<file path="src/core/rtmcs_pkg.sv">
// Purpose: constants shared by the mode code and status block.
// Assumes: one 125 MHz clock, synchronous active-high reset.
// Notes: register bit positions, reset values and mode codes.
package rtmcs_pkg;

    localparam int WORD_W = 16;
    localparam int FIELD_W = 5;
    localparam int LAST_CMD_LOW_W = 11;

    // System status register bit positions.
    localparam int SYS_SEL_BIT = 5;
    localparam int SYS_CHAN_A_BIT = 6;
    localparam int SYS_CHB_EN_BIT = 7;
    localparam int SYS_CHA_EN_BIT = 8;
    localparam int SYS_TF_ALLOWED_BIT = 9;
    localparam int SYS_BUSY_BIT = 10;
    localparam int SYS_SELF_TEST_BIT = 11;
    localparam int SYS_PARITY_BIT = 12;
    localparam int SYS_MSG_ERR_BIT = 13;
    localparam int SYS_GOOD_MSG_BIT = 14;
    localparam int SYS_ACTIVE_BIT = 15;

    // Last command register bit positions.
    localparam int LC_BUSY_BIT = 11;
    localparam int LC_SELF_TEST_BIT = 12;
    localparam int LC_TF_ALLOWED_BIT = 13;
    localparam int LC_CHAN_A_BIT = 14;
    localparam int LC_ILLEGAL_BIT = 15;

    // Reset values.
    localparam logic RST_CHAN_A = 1'b1;
    localparam logic RST_TF_ALLOWED = 1'b1;
    localparam logic RST_ILLEGAL = 1'b1;
    localparam logic [10:0] RST_LAST_CMD_LOW = 11'h7ff;
    localparam logic [4:0] RST_FIELD = 5'h00;

    // Command word fields and subaddress markers.
    localparam logic [4:0] SA_MODE_LO = 5'h00;
    localparam logic [4:0] SA_MODE_HI = 5'h1f;
    localparam logic [4:0] ADDR_BROADCAST = 5'h1f;

    // Mode codes.
    localparam logic [4:0] MC_DYN_BUS = 5'h00;
    localparam logic [4:0] MC_SYNC = 5'h01;
    localparam logic [4:0] MC_TX_STATUS = 5'h02;
    localparam logic [4:0] MC_SELF_TEST = 5'h03;
    localparam logic [4:0] MC_TX_SHUT = 5'h04;
    localparam logic [4:0] MC_OVR_TX_SHUT = 5'h05;
    localparam logic [4:0] MC_INH_TF = 5'h06;
    localparam logic [4:0] MC_OVR_INH_TF = 5'h07;
    localparam logic [4:0] MC_RESET_RT = 5'h08;
    localparam logic [4:0] MC_RSV1_LO = 5'h09;
    localparam logic [4:0] MC_RSV1_HI = 5'h0f;
    localparam logic [4:0] MC_TX_VECTOR = 5'h10;
    localparam logic [4:0] MC_SYNC_DATA = 5'h11;
    localparam logic [4:0] MC_TX_LAST = 5'h12;
    localparam logic [4:0] MC_TX_BIT = 5'h13;
    localparam logic [4:0] MC_SEL_SHUT = 5'h14;
    localparam logic [4:0] MC_OVR_SEL_SHUT = 5'h15;
    localparam logic [4:0] MC_RSV2_LO = 5'h16;
    localparam logic [4:0] MC_DATA_FLAG = 5'h10;

    // Data page block used by mode codes with data.
    localparam logic [7:0] MODE_DATA_BLOCK = 8'h01;

    typedef enum logic [1:0] {
        RESP_IDLE,
        RESP_STATUS,
        RESP_LAST_CMD
    } rtmcs_resp_t;

endpackage : rtmcs_pkg

</file>
<file path="src/core/rtmcs_stream_if.sv">
// Purpose: word stream between the responder and the output buffer.
// Assumes: single clock domain.
// Notes: valid and ready handshake, word taken when both are high.
`timescale 1ns/1ps
`default_nettype none
interface rtmcs_stream_if;
    logic [15:0] data;
    logic valid;
    logic ready;
    modport src (output data, output valid, input ready);
    modport snk (input data, input valid, output ready);
endinterface : rtmcs_stream_if
`default_nettype wire

</file>
<file path="src/core/rtmcs_word_buf.sv">
// Purpose: two-entry buffer in front of the encoder.
// Assumes: synchronous active-high reset.
// Notes: a stall by the encoder loses no word.
`timescale 1ns/1ps
`default_nettype none
module rtmcs_word_buf #(
    parameter int WIDTH = 16
) (
    // Clock and reset.
    input wire logic clk,
    input wire logic reset,
    // Filling side.
    rtmcs_stream_if.snk inPort,
    // Draining side.
    output logic [WIDTH-1:0] outData,
    output logic outValid,
    input wire logic outReady
);
    logic [WIDTH-1:0] slot0;
    logic [WIDTH-1:0] slot1;
    logic [1:0] count;
    logic [WIDTH-1:0] next_slot0;
    logic [WIDTH-1:0] next_slot1;
    logic [1:0] next_count;
    logic doPush;
    logic doPop;

    assign inPort.ready = (count != 2'd2);
    assign outValid = (count != 2'd0);
    assign outData = slot0;
    assign doPush = inPort.valid && inPort.ready;
    assign doPop = outValid && outReady;

    always_comb begin
        next_slot0 = slot0;
        next_slot1 = slot1;
        next_count = count;
        if (doPop) begin
            next_slot0 = slot1;
        end
        if (doPush) begin
            if ((count == 2'd0) || (count == 2'd1 && doPop)) begin
                next_slot0 = inPort.data;
            end else begin
                next_slot1 = inPort.data;
            end
        end
        if (doPush && !doPop) begin
            next_count = count + 2'd1;
        end else if (doPop && !doPush) begin
            next_count = count - 2'd1;
        end
    end

    always_ff @(posedge clk) begin
        if (reset) begin
            slot0 <= '0;
            slot1 <= '0;
            count <= 2'd0;
        end else begin
            slot0 <= next_slot0;
            slot1 <= next_slot1;
            count <= next_count;
        end
    end
endmodule : rtmcs_word_buf
`default_nettype wire

</file>
<file path="src/core/rtmcs_top.sv">
// Purpose: mode code decode, status registers and response sequencing.
// Assumes: inputs synchronous to clk; decoder delivers validated words.
// Notes: host reads the two read-only registers over select pins.
`timescale 1ns/1ps
`default_nettype none
module rtmcs_top (
    // Clock and reset.
    input wire logic clk,
    input wire logic reset,
    // Validated command words from the decoders.
    input wire logic cmdStrobe,
    input wire logic [15:0] cmdWord,
    input wire logic cmdOnChannelA,
    // Message outcome events from the transfer logic.
    input wire logic goodMsgEvent,
    input wire logic msgErrorCond,
    // Host register pins.
    input wire logic chip_select_n,
    input wire logic register_select_n,
    input wire logic addrIn0,
    input wire logic read_not_write,
    output logic [15:0] hostDataOut,
    output logic hostDataOe_n,
    // Control and terminal state from elsewhere in the device.
    input wire logic [4:0] terminalAddress,
    input wire logic address_parity_fault,
    input wire logic channelAEnable,
    input wire logic channelBEnable,
    input wire logic systemBusy,
    input wire logic selfTestActive,
    input wire logic hostTermFlag,
    input wire logic subsystemBusy,
    input wire logic serviceRequest,
    input wire logic tx_active_n,
    input wire logic rx_active_n,
    // External illegal command decode.
    input wire logic illegal_command_in,
    // Decode outputs.
    output logic [4:0] command_field_out,
    output logic modecode_or_subaddr_sel,
    output logic broadcast_out,
    output logic msg_fault_out,
    output logic channelAShutdown,
    output logic channelBShutdown,
    output logic dmaRequest,
    output logic [7:0] dmaBlock,
    // Words to the encoder.
    output logic [15:0] txWord,
    output logic txWordValid,
    input wire logic txWordReady
);
    rtmcs_stream_if respStream ();

    logic [4:0] field;
    logic fieldSel;
    logic chanA;
    logic tfAllowed;
    logic msgErrLatch;
    logic goodMsg;
    logic errClearPending;
    logic [10:0] lastCmdLow;
    logic lastIllegal;
    logic statusMe;
    logic statusBcast;
    logic bcast;
    logic faultOut;
    logic shutA;
    logic shutB;
    logic dmaReq;
    logic [7:0] dmaBlk;
    logic [15:0] dataOut;
    logic dataOe_n;
    logic readHeld;
    logic lastPending;
    rtmcs_pkg::rtmcs_resp_t respState;

    logic [4:0] next_field;
    logic next_fieldSel;
    logic next_chanA;
    logic next_tfAllowed;
    logic next_msgErrLatch;
    logic next_goodMsg;
    logic next_errClearPending;
    logic [10:0] next_lastCmdLow;
    logic next_lastIllegal;
    logic next_statusMe;
    logic next_statusBcast;
    logic next_bcast;
    logic next_faultOut;
    logic next_shutA;
    logic next_shutB;
    logic next_dmaReq;
    logic [7:0] next_dmaBlk;
    logic [15:0] next_dataOut;
    logic next_dataOe_n;
    logic next_readHeld;
    logic next_lastPending;
    rtmcs_pkg::rtmcs_resp_t next_respState;

    logic [4:0] cmdAddr;
    logic cmdTx;
    logic [4:0] cmdSa;
    logic [4:0] cmdMc;
    logic isMode;
    logic internalIllegal;
    logic illegal;
    logic isTxLast;
    logic keepStatus;
    logic readSys;
    logic readLast;
    logic readEnd;
    logic [15:0] sysReg;
    logic [15:0] lastCmdReg;
    logic [15:0] statusWord;

    // ------------------------------------------------------------
    // Command decode
    // ------------------------------------------------------------
    assign cmdAddr = cmdWord[15:11];
    assign cmdTx = cmdWord[10];
    assign cmdSa = cmdWord[9:5];
    assign cmdMc = cmdWord[4:0];
    assign isMode = (cmdSa == rtmcs_pkg::SA_MODE_LO) || (cmdSa == rtmcs_pkg::SA_MODE_HI);
    assign internalIllegal = isMode && (
        (cmdTx && cmdMc == rtmcs_pkg::MC_DYN_BUS) ||
        (!cmdTx && (cmdMc == rtmcs_pkg::MC_SEL_SHUT || cmdMc == rtmcs_pkg::MC_OVR_SEL_SHUT)) ||
        (cmdMc >= rtmcs_pkg::MC_RSV1_LO && cmdMc <= rtmcs_pkg::MC_RSV1_HI) ||
        (cmdMc >= rtmcs_pkg::MC_RSV2_LO));
    assign illegal = internalIllegal || illegal_command_in;
    assign isTxLast = isMode && cmdTx && (cmdMc == rtmcs_pkg::MC_TX_LAST);
    assign keepStatus = isMode && cmdTx && (cmdMc == rtmcs_pkg::MC_TX_STATUS || isTxLast);

    // ------------------------------------------------------------
    // Register views
    // ------------------------------------------------------------
    // host read decode
    assign readSys = !chip_select_n && !register_select_n && read_not_write && !addrIn0;
    assign readLast = !chip_select_n && !register_select_n && read_not_write && addrIn0;
    assign readEnd = readHeld && !readSys;

    always_comb begin
        sysReg = '0;
        sysReg[4:0] = field;
        sysReg[rtmcs_pkg::SYS_SEL_BIT] = fieldSel;
        sysReg[rtmcs_pkg::SYS_CHAN_A_BIT] = chanA;
        sysReg[rtmcs_pkg::SYS_CHB_EN_BIT] = channelBEnable && !shutB;
        sysReg[rtmcs_pkg::SYS_CHA_EN_BIT] = channelAEnable && !shutA;
        sysReg[rtmcs_pkg::SYS_TF_ALLOWED_BIT] = tfAllowed;
        sysReg[rtmcs_pkg::SYS_BUSY_BIT] = systemBusy;
        sysReg[rtmcs_pkg::SYS_SELF_TEST_BIT] = selfTestActive;
        sysReg[rtmcs_pkg::SYS_PARITY_BIT] = address_parity_fault;
        sysReg[rtmcs_pkg::SYS_MSG_ERR_BIT] = msgErrLatch;
        sysReg[rtmcs_pkg::SYS_GOOD_MSG_BIT] = goodMsg;
        sysReg[rtmcs_pkg::SYS_ACTIVE_BIT] = !(tx_active_n && rx_active_n);
    end

    always_comb begin
        lastCmdReg[10:0] = lastCmdLow;
        lastCmdReg[rtmcs_pkg::LC_BUSY_BIT] = sysReg[rtmcs_pkg::SYS_BUSY_BIT];
        lastCmdReg[rtmcs_pkg::LC_SELF_TEST_BIT] = sysReg[rtmcs_pkg::SYS_SELF_TEST_BIT];
        lastCmdReg[rtmcs_pkg::LC_TF_ALLOWED_BIT] = sysReg[rtmcs_pkg::SYS_TF_ALLOWED_BIT];
        lastCmdReg[rtmcs_pkg::LC_CHAN_A_BIT] = sysReg[rtmcs_pkg::SYS_CHAN_A_BIT];
        lastCmdReg[rtmcs_pkg::LC_ILLEGAL_BIT] = lastIllegal;
    end

    // Status word: address, error, broadcast received, busy, subsystem, flag.
    assign statusWord = {terminalAddress, statusMe, 1'b0, serviceRequest, 3'h0,
                         statusBcast, systemBusy, subsystemBusy, 1'b0, hostTermFlag && tfAllowed};

    // ------------------------------------------------------------
    // Next state
    // ------------------------------------------------------------
    always_comb begin
        next_field = field;
        next_fieldSel = fieldSel;
        next_chanA = chanA;
        next_tfAllowed = tfAllowed;
        next_msgErrLatch = msgErrLatch;
        next_goodMsg = goodMsg;
        next_errClearPending = errClearPending;
        next_lastCmdLow = lastCmdLow;
        next_lastIllegal = lastIllegal;
        next_statusMe = statusMe;
        next_statusBcast = statusBcast;
        next_bcast = bcast;
        next_faultOut = faultOut;
        next_shutA = shutA;
        next_shutB = shutB;
        next_dmaReq = 1'b0;
        next_dmaBlk = dmaBlk;
        next_readHeld = readSys;
        next_respState = respState;
        next_lastPending = lastPending;
        respStream.valid = 1'b0;
        respStream.data = statusWord;

        next_dataOe_n = !(readSys || readLast);
        next_dataOut = readLast ? lastCmdReg : (readSys ? sysReg : 16'h0000);

        if (readEnd) begin
            next_goodMsg = 1'b0;
            next_errClearPending = 1'b1;
        end
        if (errClearPending && !msgErrorCond && !faultOut && !address_parity_fault) begin
            next_msgErrLatch = 1'b0;
            next_errClearPending = 1'b0;
        end
        if (goodMsgEvent) begin
            next_goodMsg = 1'b1;
        end
        if (msgErrorCond || address_parity_fault) begin
            next_msgErrLatch = 1'b1;
        end

        case (respState)
            rtmcs_pkg::RESP_STATUS: begin
                respStream.valid = 1'b1;
                respStream.data = statusWord;
                if (respStream.ready) begin
                    next_respState = lastPending ? rtmcs_pkg::RESP_LAST_CMD : rtmcs_pkg::RESP_IDLE;
                    next_lastPending = 1'b0;
                end
            end
            rtmcs_pkg::RESP_LAST_CMD: begin
                respStream.valid = 1'b1;
                respStream.data = {terminalAddress, lastCmdLow};
                if (respStream.ready) begin
                    next_respState = rtmcs_pkg::RESP_IDLE;
                end
            end
            rtmcs_pkg::RESP_IDLE: begin
                next_respState = rtmcs_pkg::RESP_IDLE;
            end
            default: begin
                next_respState = rtmcs_pkg::RESP_IDLE;
            end
        endcase

        // A new command supersedes any response still being sent.
        if (cmdStrobe) begin
            next_field = isMode ? cmdMc : cmdSa;
            next_fieldSel = !isMode;
            next_chanA = cmdOnChannelA;
            next_bcast = (cmdAddr == rtmcs_pkg::ADDR_BROADCAST);
            next_lastIllegal = illegal;
            next_faultOut = illegal;
            if (illegal) begin
                next_msgErrLatch = 1'b1;
            end
            if (!isTxLast) begin
                next_lastCmdLow = cmdWord[10:0];
            end
            if (!keepStatus) begin
                next_statusMe = illegal;
                next_statusBcast = (cmdAddr == rtmcs_pkg::ADDR_BROADCAST);
            end
            // data mode codes other than transmit last command use data path
            if (!illegal && !systemBusy && (!isMode || (cmdMc >= rtmcs_pkg::MC_DATA_FLAG && !isTxLast))) begin
                next_dmaReq = 1'b1;
            end
            if (isMode) begin
                next_dmaBlk = rtmcs_pkg::MODE_DATA_BLOCK;
            end else begin
                next_dmaBlk = 8'h00;
            end
            if (isMode && cmdTx && !illegal) begin
                case (cmdMc)
                    rtmcs_pkg::MC_TX_SHUT: begin
                        next_shutA = !cmdOnChannelA;
                        next_shutB = cmdOnChannelA;
                    end
                    rtmcs_pkg::MC_OVR_TX_SHUT: begin
                        next_shutA = cmdOnChannelA ? shutA : 1'b0;
                        next_shutB = cmdOnChannelA ? 1'b0 : shutB;
                    end
                    rtmcs_pkg::MC_INH_TF: begin
                        next_tfAllowed = 1'b0;
                    end
                    rtmcs_pkg::MC_OVR_INH_TF: begin
                        next_tfAllowed = 1'b1;
                    end
                    default: begin
                        next_tfAllowed = tfAllowed;
                    end
                endcase
            end
            // Broadcast commands get no status reply on the bus.
            // The status word always leads; the last command word follows it.
            next_lastPending = isTxLast && !illegal && (cmdAddr != rtmcs_pkg::ADDR_BROADCAST);
            if (cmdAddr == rtmcs_pkg::ADDR_BROADCAST) begin
                next_respState = rtmcs_pkg::RESP_IDLE;
            end else begin
                next_respState = rtmcs_pkg::RESP_STATUS;
            end
        end
    end

    // ------------------------------------------------------------
    // State registers
    // ------------------------------------------------------------
    always_ff @(posedge clk) begin
        if (reset) begin
            field <= rtmcs_pkg::RST_FIELD;
            fieldSel <= 1'b0;
            chanA <= rtmcs_pkg::RST_CHAN_A;
            tfAllowed <= rtmcs_pkg::RST_TF_ALLOWED;
            msgErrLatch <= 1'b0;
            goodMsg <= 1'b0;
            errClearPending <= 1'b0;
            lastCmdLow <= rtmcs_pkg::RST_LAST_CMD_LOW;
            lastIllegal <= rtmcs_pkg::RST_ILLEGAL;
            statusMe <= 1'b0;
            statusBcast <= 1'b0;
            bcast <= 1'b0;
            faultOut <= 1'b0;
            shutA <= 1'b0;
            shutB <= 1'b0;
            dmaReq <= 1'b0;
            dmaBlk <= 8'h00;
            dataOut <= 16'h0000;
            dataOe_n <= 1'b1;
            readHeld <= 1'b0;
            lastPending <= 1'b0;
            respState <= rtmcs_pkg::RESP_IDLE;
        end else begin
            field <= next_field;
            fieldSel <= next_fieldSel;
            chanA <= next_chanA;
            tfAllowed <= next_tfAllowed;
            msgErrLatch <= next_msgErrLatch;
            goodMsg <= next_goodMsg;
            errClearPending <= next_errClearPending;
            lastCmdLow <= next_lastCmdLow;
            lastIllegal <= next_lastIllegal;
            statusMe <= next_statusMe;
            statusBcast <= next_statusBcast;
            bcast <= next_bcast;
            faultOut <= next_faultOut;
            shutA <= next_shutA;
            shutB <= next_shutB;
            dmaReq <= next_dmaReq;
            dmaBlk <= next_dmaBlk;
            dataOut <= next_dataOut;
            dataOe_n <= next_dataOe_n;
            readHeld <= next_readHeld;
            lastPending <= next_lastPending;
            respState <= next_respState;
        end
    end

    // ------------------------------------------------------------
    // Output buffer and outputs
    // ------------------------------------------------------------
    rtmcs_word_buf #(
        .WIDTH(rtmcs_pkg::WORD_W)
    ) u_word_buf (
        .clk(clk),
        .reset(reset),
        .inPort(respStream.snk),
        .outData(txWord),
        .outValid(txWordValid),
        .outReady(txWordReady)
    );

    assign command_field_out = field;
    assign modecode_or_subaddr_sel = fieldSel;
    assign broadcast_out = bcast;
    assign msg_fault_out = faultOut;
    assign channelAShutdown = shutA;
    assign channelBShutdown = shutB;
    assign dmaRequest = dmaReq;
    assign dmaBlock = dmaBlk;
    assign hostDataOut = dataOut;
    assign hostDataOe_n = dataOe_n;
endmodule : rtmcs_top
`default_nettype wire

</file>
<file path="config.mk">
export PLATFORM = sky130hd
export DESIGN_NAME = rtmcs_top
export DESIGN_NICKNAME = d
export VERILOG_FILES = /design/src/core/rtmcs_pkg.sv /design/src/core/rtmcs_stream_if.sv /design/src/core/rtmcs_word_buf.sv /design/src/core/rtmcs_top.sv
export SDC_FILE = /design/constraint.sdc
export NUM_CORES = 1
export LEC_CHECK = 0
export BUFFER_PORTS_ARGS = -buffer_cell sky130_fd_sc_hd__buf_4
export CAP_MARGIN = 20
export CORE_AREA = 2 2 104 106
export CTS_BUF_LIST = sky130_fd_sc_hd__clkbuf_8 sky130_fd_sc_hd__clkbuf_16
export CTS_CLUSTER_SIZE = 24
export DETAILED_ROUTE_END_ITERATION = 8
export DIE_AREA = 0 0 106 108
export PLACE_DENSITY = 0.61
export SYNTH_ARGS = -nofsm -noshare
export SYNTH_HDL_FRONTEND = slang
export SYNTH_SLANG_ARGS = --single-unit
</file>
<file path="constraint.sdc">
create_clock -name clk -period 5.1 [get_ports clk]
set_input_delay 0.765 -clock clk [delete_from_list [all_inputs] [get_ports clk]]
set_output_delay 0.765 -clock clk [all_outputs]
set_load 0.05 [all_outputs]
</file>
**Yosys cells after proc, flatten, opt, wreduce, memory -nomap -nowiden**

Cells that the tools add are included.

- Register bits: 93
- Input port bits: 43

- Add/subtract/negate cells: 2
- Order comparisons: 4
- Equality and inequality tests: 19
- Muxes and demuxes: 32
- Bitwise gates (word level): 4
- Reduce and logical (&&, ||, !) cells: 81

Operators by type and width:

| kind | number |
|---|---|
| two-way mux 16 bit | 5 |
| logical AND 1 bit | 30 |
| == test 5 bit, second input constant | 5 |
| == test 5 x 3 -> 1 bit, second input constant | 4 |
| logical NOT 1 bit | 19 |
| two-way mux 1 bit | 15 |
| nonzero test 2 bit | 7 |
| two-way mux 2 bit | 6 |
| logical OR 1 bit | 11 |
| two-way mux 11 bit | 1 |
| >= comparator 5 bit, second input constant | 2 |
| logical NOT 5 bit | 2 |
| AND reduction 2 bit | 5 |
| AND reduction 4 bit | 2 |
| != test 2 bit, second input constant | 3 |
| != test 3 x 2 -> 1 bit, second input constant | 2 |
| one-hot mux 1 bit (2 select lines) | 3 |
| OR reduction 2 bit | 3 |
| == test 5 x 2 -> 1 bit, second input constant | 1 |
| >= comparator 5 x 4 -> 1 bit, second input constant | 1 |
| less-or-equal comparator 5 x 4 -> 1 bit, second input constant | 1 |
| two-way mux 5 bit | 1 |
| != test 5 bit, second input constant | 1 |
| == test 2 x 1 -> 1 bit, second input constant | 2 |
| other kinds (7) | 10 |

**Logic depth before layout (Yosys ltp)**

Gate-level depths: netlist of run 1.

- Depth in word-level cells: 12
- Depth in mapped cells: 10
- Mapped depth without buffers: 9

**By module**

Synthesis of run 1 repeated with hierarchy kept, for this count alone.

- Cell total of the unflattened synthesis: 430
- Area, all modules: 3,833.7 um^2

By module, submodules not included:

| module | times used | cells each | area each (um^2) | seq. area each (um^2) |
|---|---|---|---|---|
| rtmcs_top | 1 | 264 | 2,321.0 | 1,041.0 |
| rtmcs_word_buf | 1 | 166 | 1,512.7 | 680.7 |

**Worst setup path after synthesis of run 1**

Ideal clock, no wire load.

- Kind: input -> register
- Start point: input port cmdStrobe
- End point: register shutB, in the netlist channelBShutdown
- Arrival time: 2.207 ns
- Slack: 2.823 ns
- Cell stages on the path: 6
- Buffers on the path: 1
- Path through: buf_6 nand2b_1 or4b_4 or3_4 or3b_1 a21oi_1

- Word-level cells in the longest chain between the ends: 1

RTL lines:

| element | line | text |
|---|---|---|
| from (decl) | rtmcs_top.sv:11 | `input wire logic cmdStrobe,` |
| AND reduction 4 bit (no source line) | - |  |
| to (signal assigned) | rtmcs_top.sv:340 | `shutB <= next_shutB;` |
| to (decl) | rtmcs_top.sv:68 | `logic shutB;` |

Every way passes these cells.
A chain may end at the register's enable or synchronous reset.

**Final worst setup path of run 1**

Ends and elaborated chain as after synthesis.

==> impl_metrics.tcl, run 1 <==
set metrics [dict create \
    syn_inst 414 \
    ys_seq_area_share_pct 45.7 \
    final.min_clock_period_ps 2270 \
    ys_warn_count 0 \
    worstMarginPinSlew_ps 916 \
    clock_latency_ps 350 \
    fin_tns_setup_ps 0 \
    postCtsSetupRepairBufs 0 \
    cts_buffers 9 \
    drtIter0Drc 169 \
    cts_tree "done" \
    n_antenna_cell 0 \
    synth_edf_count 0 \
    synth_area_mm2 0.00376 \
    power.density_mw_per_mm2 409 \
    viasPerCell 5.04 \
    initial_utilization_pct 36.8 \
    grt_usage_pct 16.9 \
    wl_um 9420 \
    n_fill_cell 1000 \
    antenna_found_initial 0 \
    drv_slew 0 \
    design_area_mm2 0.00464 \
    synth.avg_cell_area_um2 9.09 \
    hp-class "reg -> reg" \
    fin_crit_sh_pct 44.5 \
    fp.dieW_um 106 \
    dpl_cell_area_mm2 0.00443 \
    grt-ovfl-total 0 \
    whs_path_depth 2 \
    die-area_mm2 0.0114 \
    status "finished clean" \
    setup.worst_path.class "in -> reg" \
    async_flop_share_pct 0 \
    ctsResizeCount 0 \
    reg2reg_depth 9 \
    num_vias 3153 \
    finalClockSkew_ps 11.9 \
    power_leakage_nw 1.98 \
    first_global_vias 3004 \
    stdcell_count 625 \
    holdBufCountCts 0 \
    io_buffer_count 88 \
    routedWlPerCell_um 15.1 \
    timing.hold.ws_ps 457 \
    clockRootBuffer "clkbuf_8" \
    ys_seq_elements 86 \
    peakVddDrop_v 0.000241 \
    cp.arrival_ps 2540 \
    crit_required_ps 5380 \
    row_count 37 \
    critPathCaptureType "register" \
    area_delta_synth_final_pct 23.3 \
    path_max_fanout 28 \
    coreArea_mm2 0.0102 \
    dp_cells 609 \
    relSlewSlack_pct 38.8 \
    clkTransAtPathRegs_ps 80 \
    die_h_um 108 \
    pin_count 96 \
    first_pass_iters 4 \
    drcViolationCount 0 \
    grt_pass1_wl_um 15200 \
    grt_max_degree 74 \
    clock_sinks 86 \
    maxCapViolCount 0 \
    rsz0062_at_grt "false" \
    h-tree-depth 3 \
    critPathLaunchType "input port" \
    hpwl_um 6520 \
    fmax_mhz 441 \
    clk_path_buf_depth 2 \
    synth_flop_cell "dfxtp_1" \
    gp_congestion 0.796 \
    hold_viol 0 \
    drive_gt1_share_pct 24.3 \
    synth.distinct_cells 52 \
    detail-route-antenna-nets 0 \
    setup_violations 0 \
    num-nets-final 533 \
]
-- where the power goes --
group,switching [mW],internal [mW]
Clock,0.230,0.284
Combinational,0.388,0.210
Sequential,0.0437,0.740
Total,0.662,1.23
-- cell usage after synthesis (6+ instances only) --
library cell | n | area [um2]
ha_1 | 6 | 75.1
nor3_1 | 10 | 50.1
o21ai_0 | 11 | 55.1
nand3_1 | 6 | 30.0
clkbuf_1 | 19 | 71.3
a211o_1 | 6 | 52.6
buf_4 | 9 | 67.6
a211oi_1 | 28 | 210
nand2_1 | 31 | 116
inv_1 | 8 | 30.0
nor2_1 | 62 | 233
mux2_2 | 6 | 67.6
a21oi_1 | 30 | 150
dfxtp_1 | 86 | 1720
nor2b_1 | 10 | 62.6
mux2i_1 | 32 | 320
-- layer usage --
metal	GRT usage (%)	vias to the layer above	routed length, um	part of all wire (%)
met1	21.3	1484	4110	44
met5	0	-	0	0
met4	7.42	0	177	1.9
li1	-	1581	-	-
met2	28.9	77	4770	51
met3	2.29	11	365	3.9
-- sequential cells by signal, summed over array words and instances, names as in the netlist, 2 cells and up --
| signal | flops |
|---|---|
| command_field_out | 5 |
| hostDataOut | 16 |
| lastCmdLow | 11 |
| respState | 2 |
| u_word_buf.count | 2 |
| u_word_buf.outData | 16 |
| u_word_buf.slot1 | 16 |
-- worst max-delay path, stage by stage --
cell and delay (ps):
buf_4 280, nand2b_1 140, or4b_4 500, or3_4 360, or3b_1 350, a21oi_1 140
-- final cells by class --
cell class / count / area, um2 / area share [%]
inverter: 8 / 30.0 / 0.647
tap: 136 / 170 / 3.67
multi-input combinational: 289 / 1830 / 39.4
clock buffer: 10 / 138 / 2.97
sequential: 86 / 1720 / 37.1
clock inverter: 6 / 77.6 / 1.67
timing repair buffer: 90 / 676 / 14.6
-- kinds of logic after synthesis --
kind of cell               count (synthesis)  synth area share [%]
AOI/OAI and AO/OA                         95                  17.4
xor gates and xnor gates                   2                 0.465
adders and majority gates                  6                  1.99
buffers and inverters                     45                  6.45
DFF                                       86                  45.7
muxes                                     38                  10.3
other                                      1                0.0996
and+or+nand+nor                          141                  17.5
-- cell usage in the layout, fill, tap and decap left out, types with 4 or more instances in the layout --
cell type and count:
conb_1 7, nor3_1 9, buf_4 90, mux2i_1 32, nand3_1 6, nor4_1 4
a21oi_1 30, ha_1 6, mux2_2 6, nor2b_1 10, nand2b_1 5, a211o_1 6
a211oi_1 28, clkbuf_8 10, nand2_1 31, dfxtp_1 86, o21ai_0 11, nor2_1 62
inv_1 10
-- final timing paths --
check,start,endpoint,slack [ps]
max,cmdStrobe,channelBShutdown$_SDFFE_PP0P_,2830
min,u_word_buf.slot1[12]$_SDFFE_PP0P_,u_word_buf.slot1[12]$_SDFFE_PP0P_,460
max reg2reg,u_word_buf.count[0]$_SDFFE_PP0P_,u_word_buf.count[1]$_SDFFE_PP0P_,2860
min reg2reg,u_word_buf.slot1[12]$_SDFFE_PP0P_,u_word_buf.slot1[12]$_SDFFE_PP0P_,460
-- metrics by stage --
step | worst slack [ps] | util [%] | total power, mW
floorplan | 2820 | - | 1.23
global placement | 2530 | 43.3 | 1.39
detailed placement | 2460 | 43.3 | 1.40
CTS | 2810 | 45.4 | 1.92
global route | 2620 | 45.4 | 2.00
finish | 2830 | 45.4 | 1.90
(Power assumes the default switching activity.)
==> inputs of run 2 (changes only) <==
PLACE_DENSITY = 0.63   (was 0.61)
clock period = 2.07 ns   (was 5.1 ns; I/O delays follow)
==> run 2 against run 1 <==
Net effect:
- clock power up 120%
- clock skew fell by 4.7 ps
- global-route usage is 0.14 points higher
- non-clock buffer count rose by 8
- first-iteration DRC count fell by 20%
- routed wire length barely moved
- sequential cell count did not move
- total power grew 140%
- cell count increased by 1.3%
- sequential share of layout area down 0.27 points
- clock-buffer cell count is 1 lower
- largest cell class unchanged
==> impl_metrics.tcl, run 2 (synthesis gave the netlist of run 1 again) <==
set metrics [dict create \
    status "finished clean" \
    maxCapViolCount 0 \
    timing.hold.ws_ps 168 \
    drive_gt1_share_pct 25.8 \
    worstMarginPinSlew_ps 819 \
    wl_met1_um 4280 \
    power_mw 4.58 \
    power_leakage_nw 1.99 \
    clockRootBuffer "clkbuf_8" \
    peakVddDrop_v 0.000560 \
    initial_utilization_pct 36.8 \
    critPathLaunchType "register" \
    n_fill_cell 1018 \
    routedWlPerCell_um 14.9 \
    ctsResizeCount 0 \
    power.density_mw_per_mm2 979 \
    grt_max_degree 28 \
    finalClockSkew_ps 7.22 \
    first_pass_iters 4 \
    rsz0062_at_grt "false" \
    h-tree-depth 3 \
    die_h_um 108 \
    drcViolationCount 0 \
    postCtsSetupRepairBufs 0 \
    viasPerCell 5.03 \
    first_global_vias 3054 \
    hpwl_um 6740 \
    holdBufCountCts 0 \
    cp.arrival_ps 2050 \
    crit_required_ps 2300 \
    hp-class "in -> reg" \
    critPathCaptureType "register" \
    startpoint "u_word_buf.count[0]$_SDFFE_PP0P_" \
    clock_latency_ps 350 \
    grt_usage_pct 17.0 \
    worstHoldStart "goodMsgEvent" \
    die-area_mm2 0.0114 \
    clkTransAtPathRegs_ps 80 \
    fp.dieW_um 106 \
    route.met2.wl_um 4480 \
    relSlewSlack_pct 45.4 \
    drtIter0Drc 135 \
    fin_tns_setup_ps 0 \
    clk_path_buf_depth 2 \
    dr_wl_met3_um 409 \
    maxUsedRoutingLayer "met4" \
    fmax_mhz 551 \
    pin_count 96 \
    final.min_clock_period_ps 1820 \
    n_antenna_cell 0 \
    layout_common_cells "98 x buf_4, 86 x dfxtp_1, 62 x nor2_1, 32 x mux2i_1" \
    drv_slew 0 \
    cts_buffers 9 \
    clock_sinks 86 \
    setup.worst_path.class "reg -> reg" \
    num-nets-final 541 \
    coreArea_mm2 0.0102 \
    r2r-start "u_word_buf.count[0]$_SDFFE_PP0P_" \
    wl_um 9430 \
    fin_crit_sh_pct 87.8 \
    setup_violations 0 \
    area_delta_synth_final_pct 24.2 \
    io_buffer_count 88 \
    num_vias 3183 \
    gp_congestion 0.828 \
    grt-ovfl-total 0 \
    final_common_cell "buf_4" \
    row_count 37 \
    detail-route-antenna-nets 0 \
    path_max_fanout 13 \
    grt_pass1_wl_um 15300 \
    cts_tree "done" \
    antenna_found_initial 0 \
    hold_viol 0 \
]
## run 2: cell count changes in the layout (fill, tap and decap cells not counted), sizes merged
| cell | previous run | this run |
|---|---|---|
| buf | 90 | 98 |
| clkinvlp | 0 | 2 |
| clkbuf | 10 | 9 |
| bufinv | 2 | 1 |
## run 2: path summary, 6_finish.rpt
kind / endpoint / slack (ps) / cells past startpoint
worst min register to register: u_word_buf.slot1[1]$_SDFFE_PP0P_ / 460 / 2
worst max register to register: u_word_buf.count[1]$_SDFFE_PP0P_ / 250 / 9
worst min-delay path: goodMsg$_SDFFE_PP0P_ / 170 / 3
worst max-delay path: u_word_buf.count[1]$_SDFFE_PP0P_ / 250 / 9
## run 2: final cells by class
class	count	area [um2]	area share [%]
Clock inverter	7	58.8	1.26
Inverter	8	33.8	0.723
Clock buffer	9	124	2.65
Multi-Input combinational cell	289	1830	39.2
Timing Repair Buffer	98	736	15.7
Tap cell	136	170	3.64
Sequential cell	86	1720	36.8
## run 2: critical path, cell delays in order (launching register included)
cell,delay (ps)
dfxtp_1,390
inv_1,80
ha_1,240
clkinvlp_4,90
nand2_2,230
ha_1,310
xor2_1,140
nor2_1,60
a21oi_1,110
nor2_1,60
## run 2: metrics by stage
| step | setup slack [ps] | utilization (%) | std cells | cell area, um2 |
|---|---|---|---|---|
| finish | 253 | 45.7 | 633 | 4670 |
| global route | 102 | 45.7 | 633 | 4670 |
| global placement | 76.6 | 43.9 | 617 | 4490 |
| floorplan | 63.7 | - | 420 | 3790 |
| detailed placement | 38.9 | 43.9 | 617 | 4490 |
| CTS | 236 | 45.7 | 633 | 4670 |
## run 2: report_power, final
group          total, mW  switching, mW  internal [mW]
Sequential          1.93          0.108           1.82
Clock               1.12          0.581          0.541
Combinational       1.52          0.974          0.548
## run 2: routing by layer
metal	global-route usage (%)	vias up
met1	21.7	1488
li1	-	1597
met3	3.13	16
met4	7.89	0
met5	0	-
met2	28.1	82
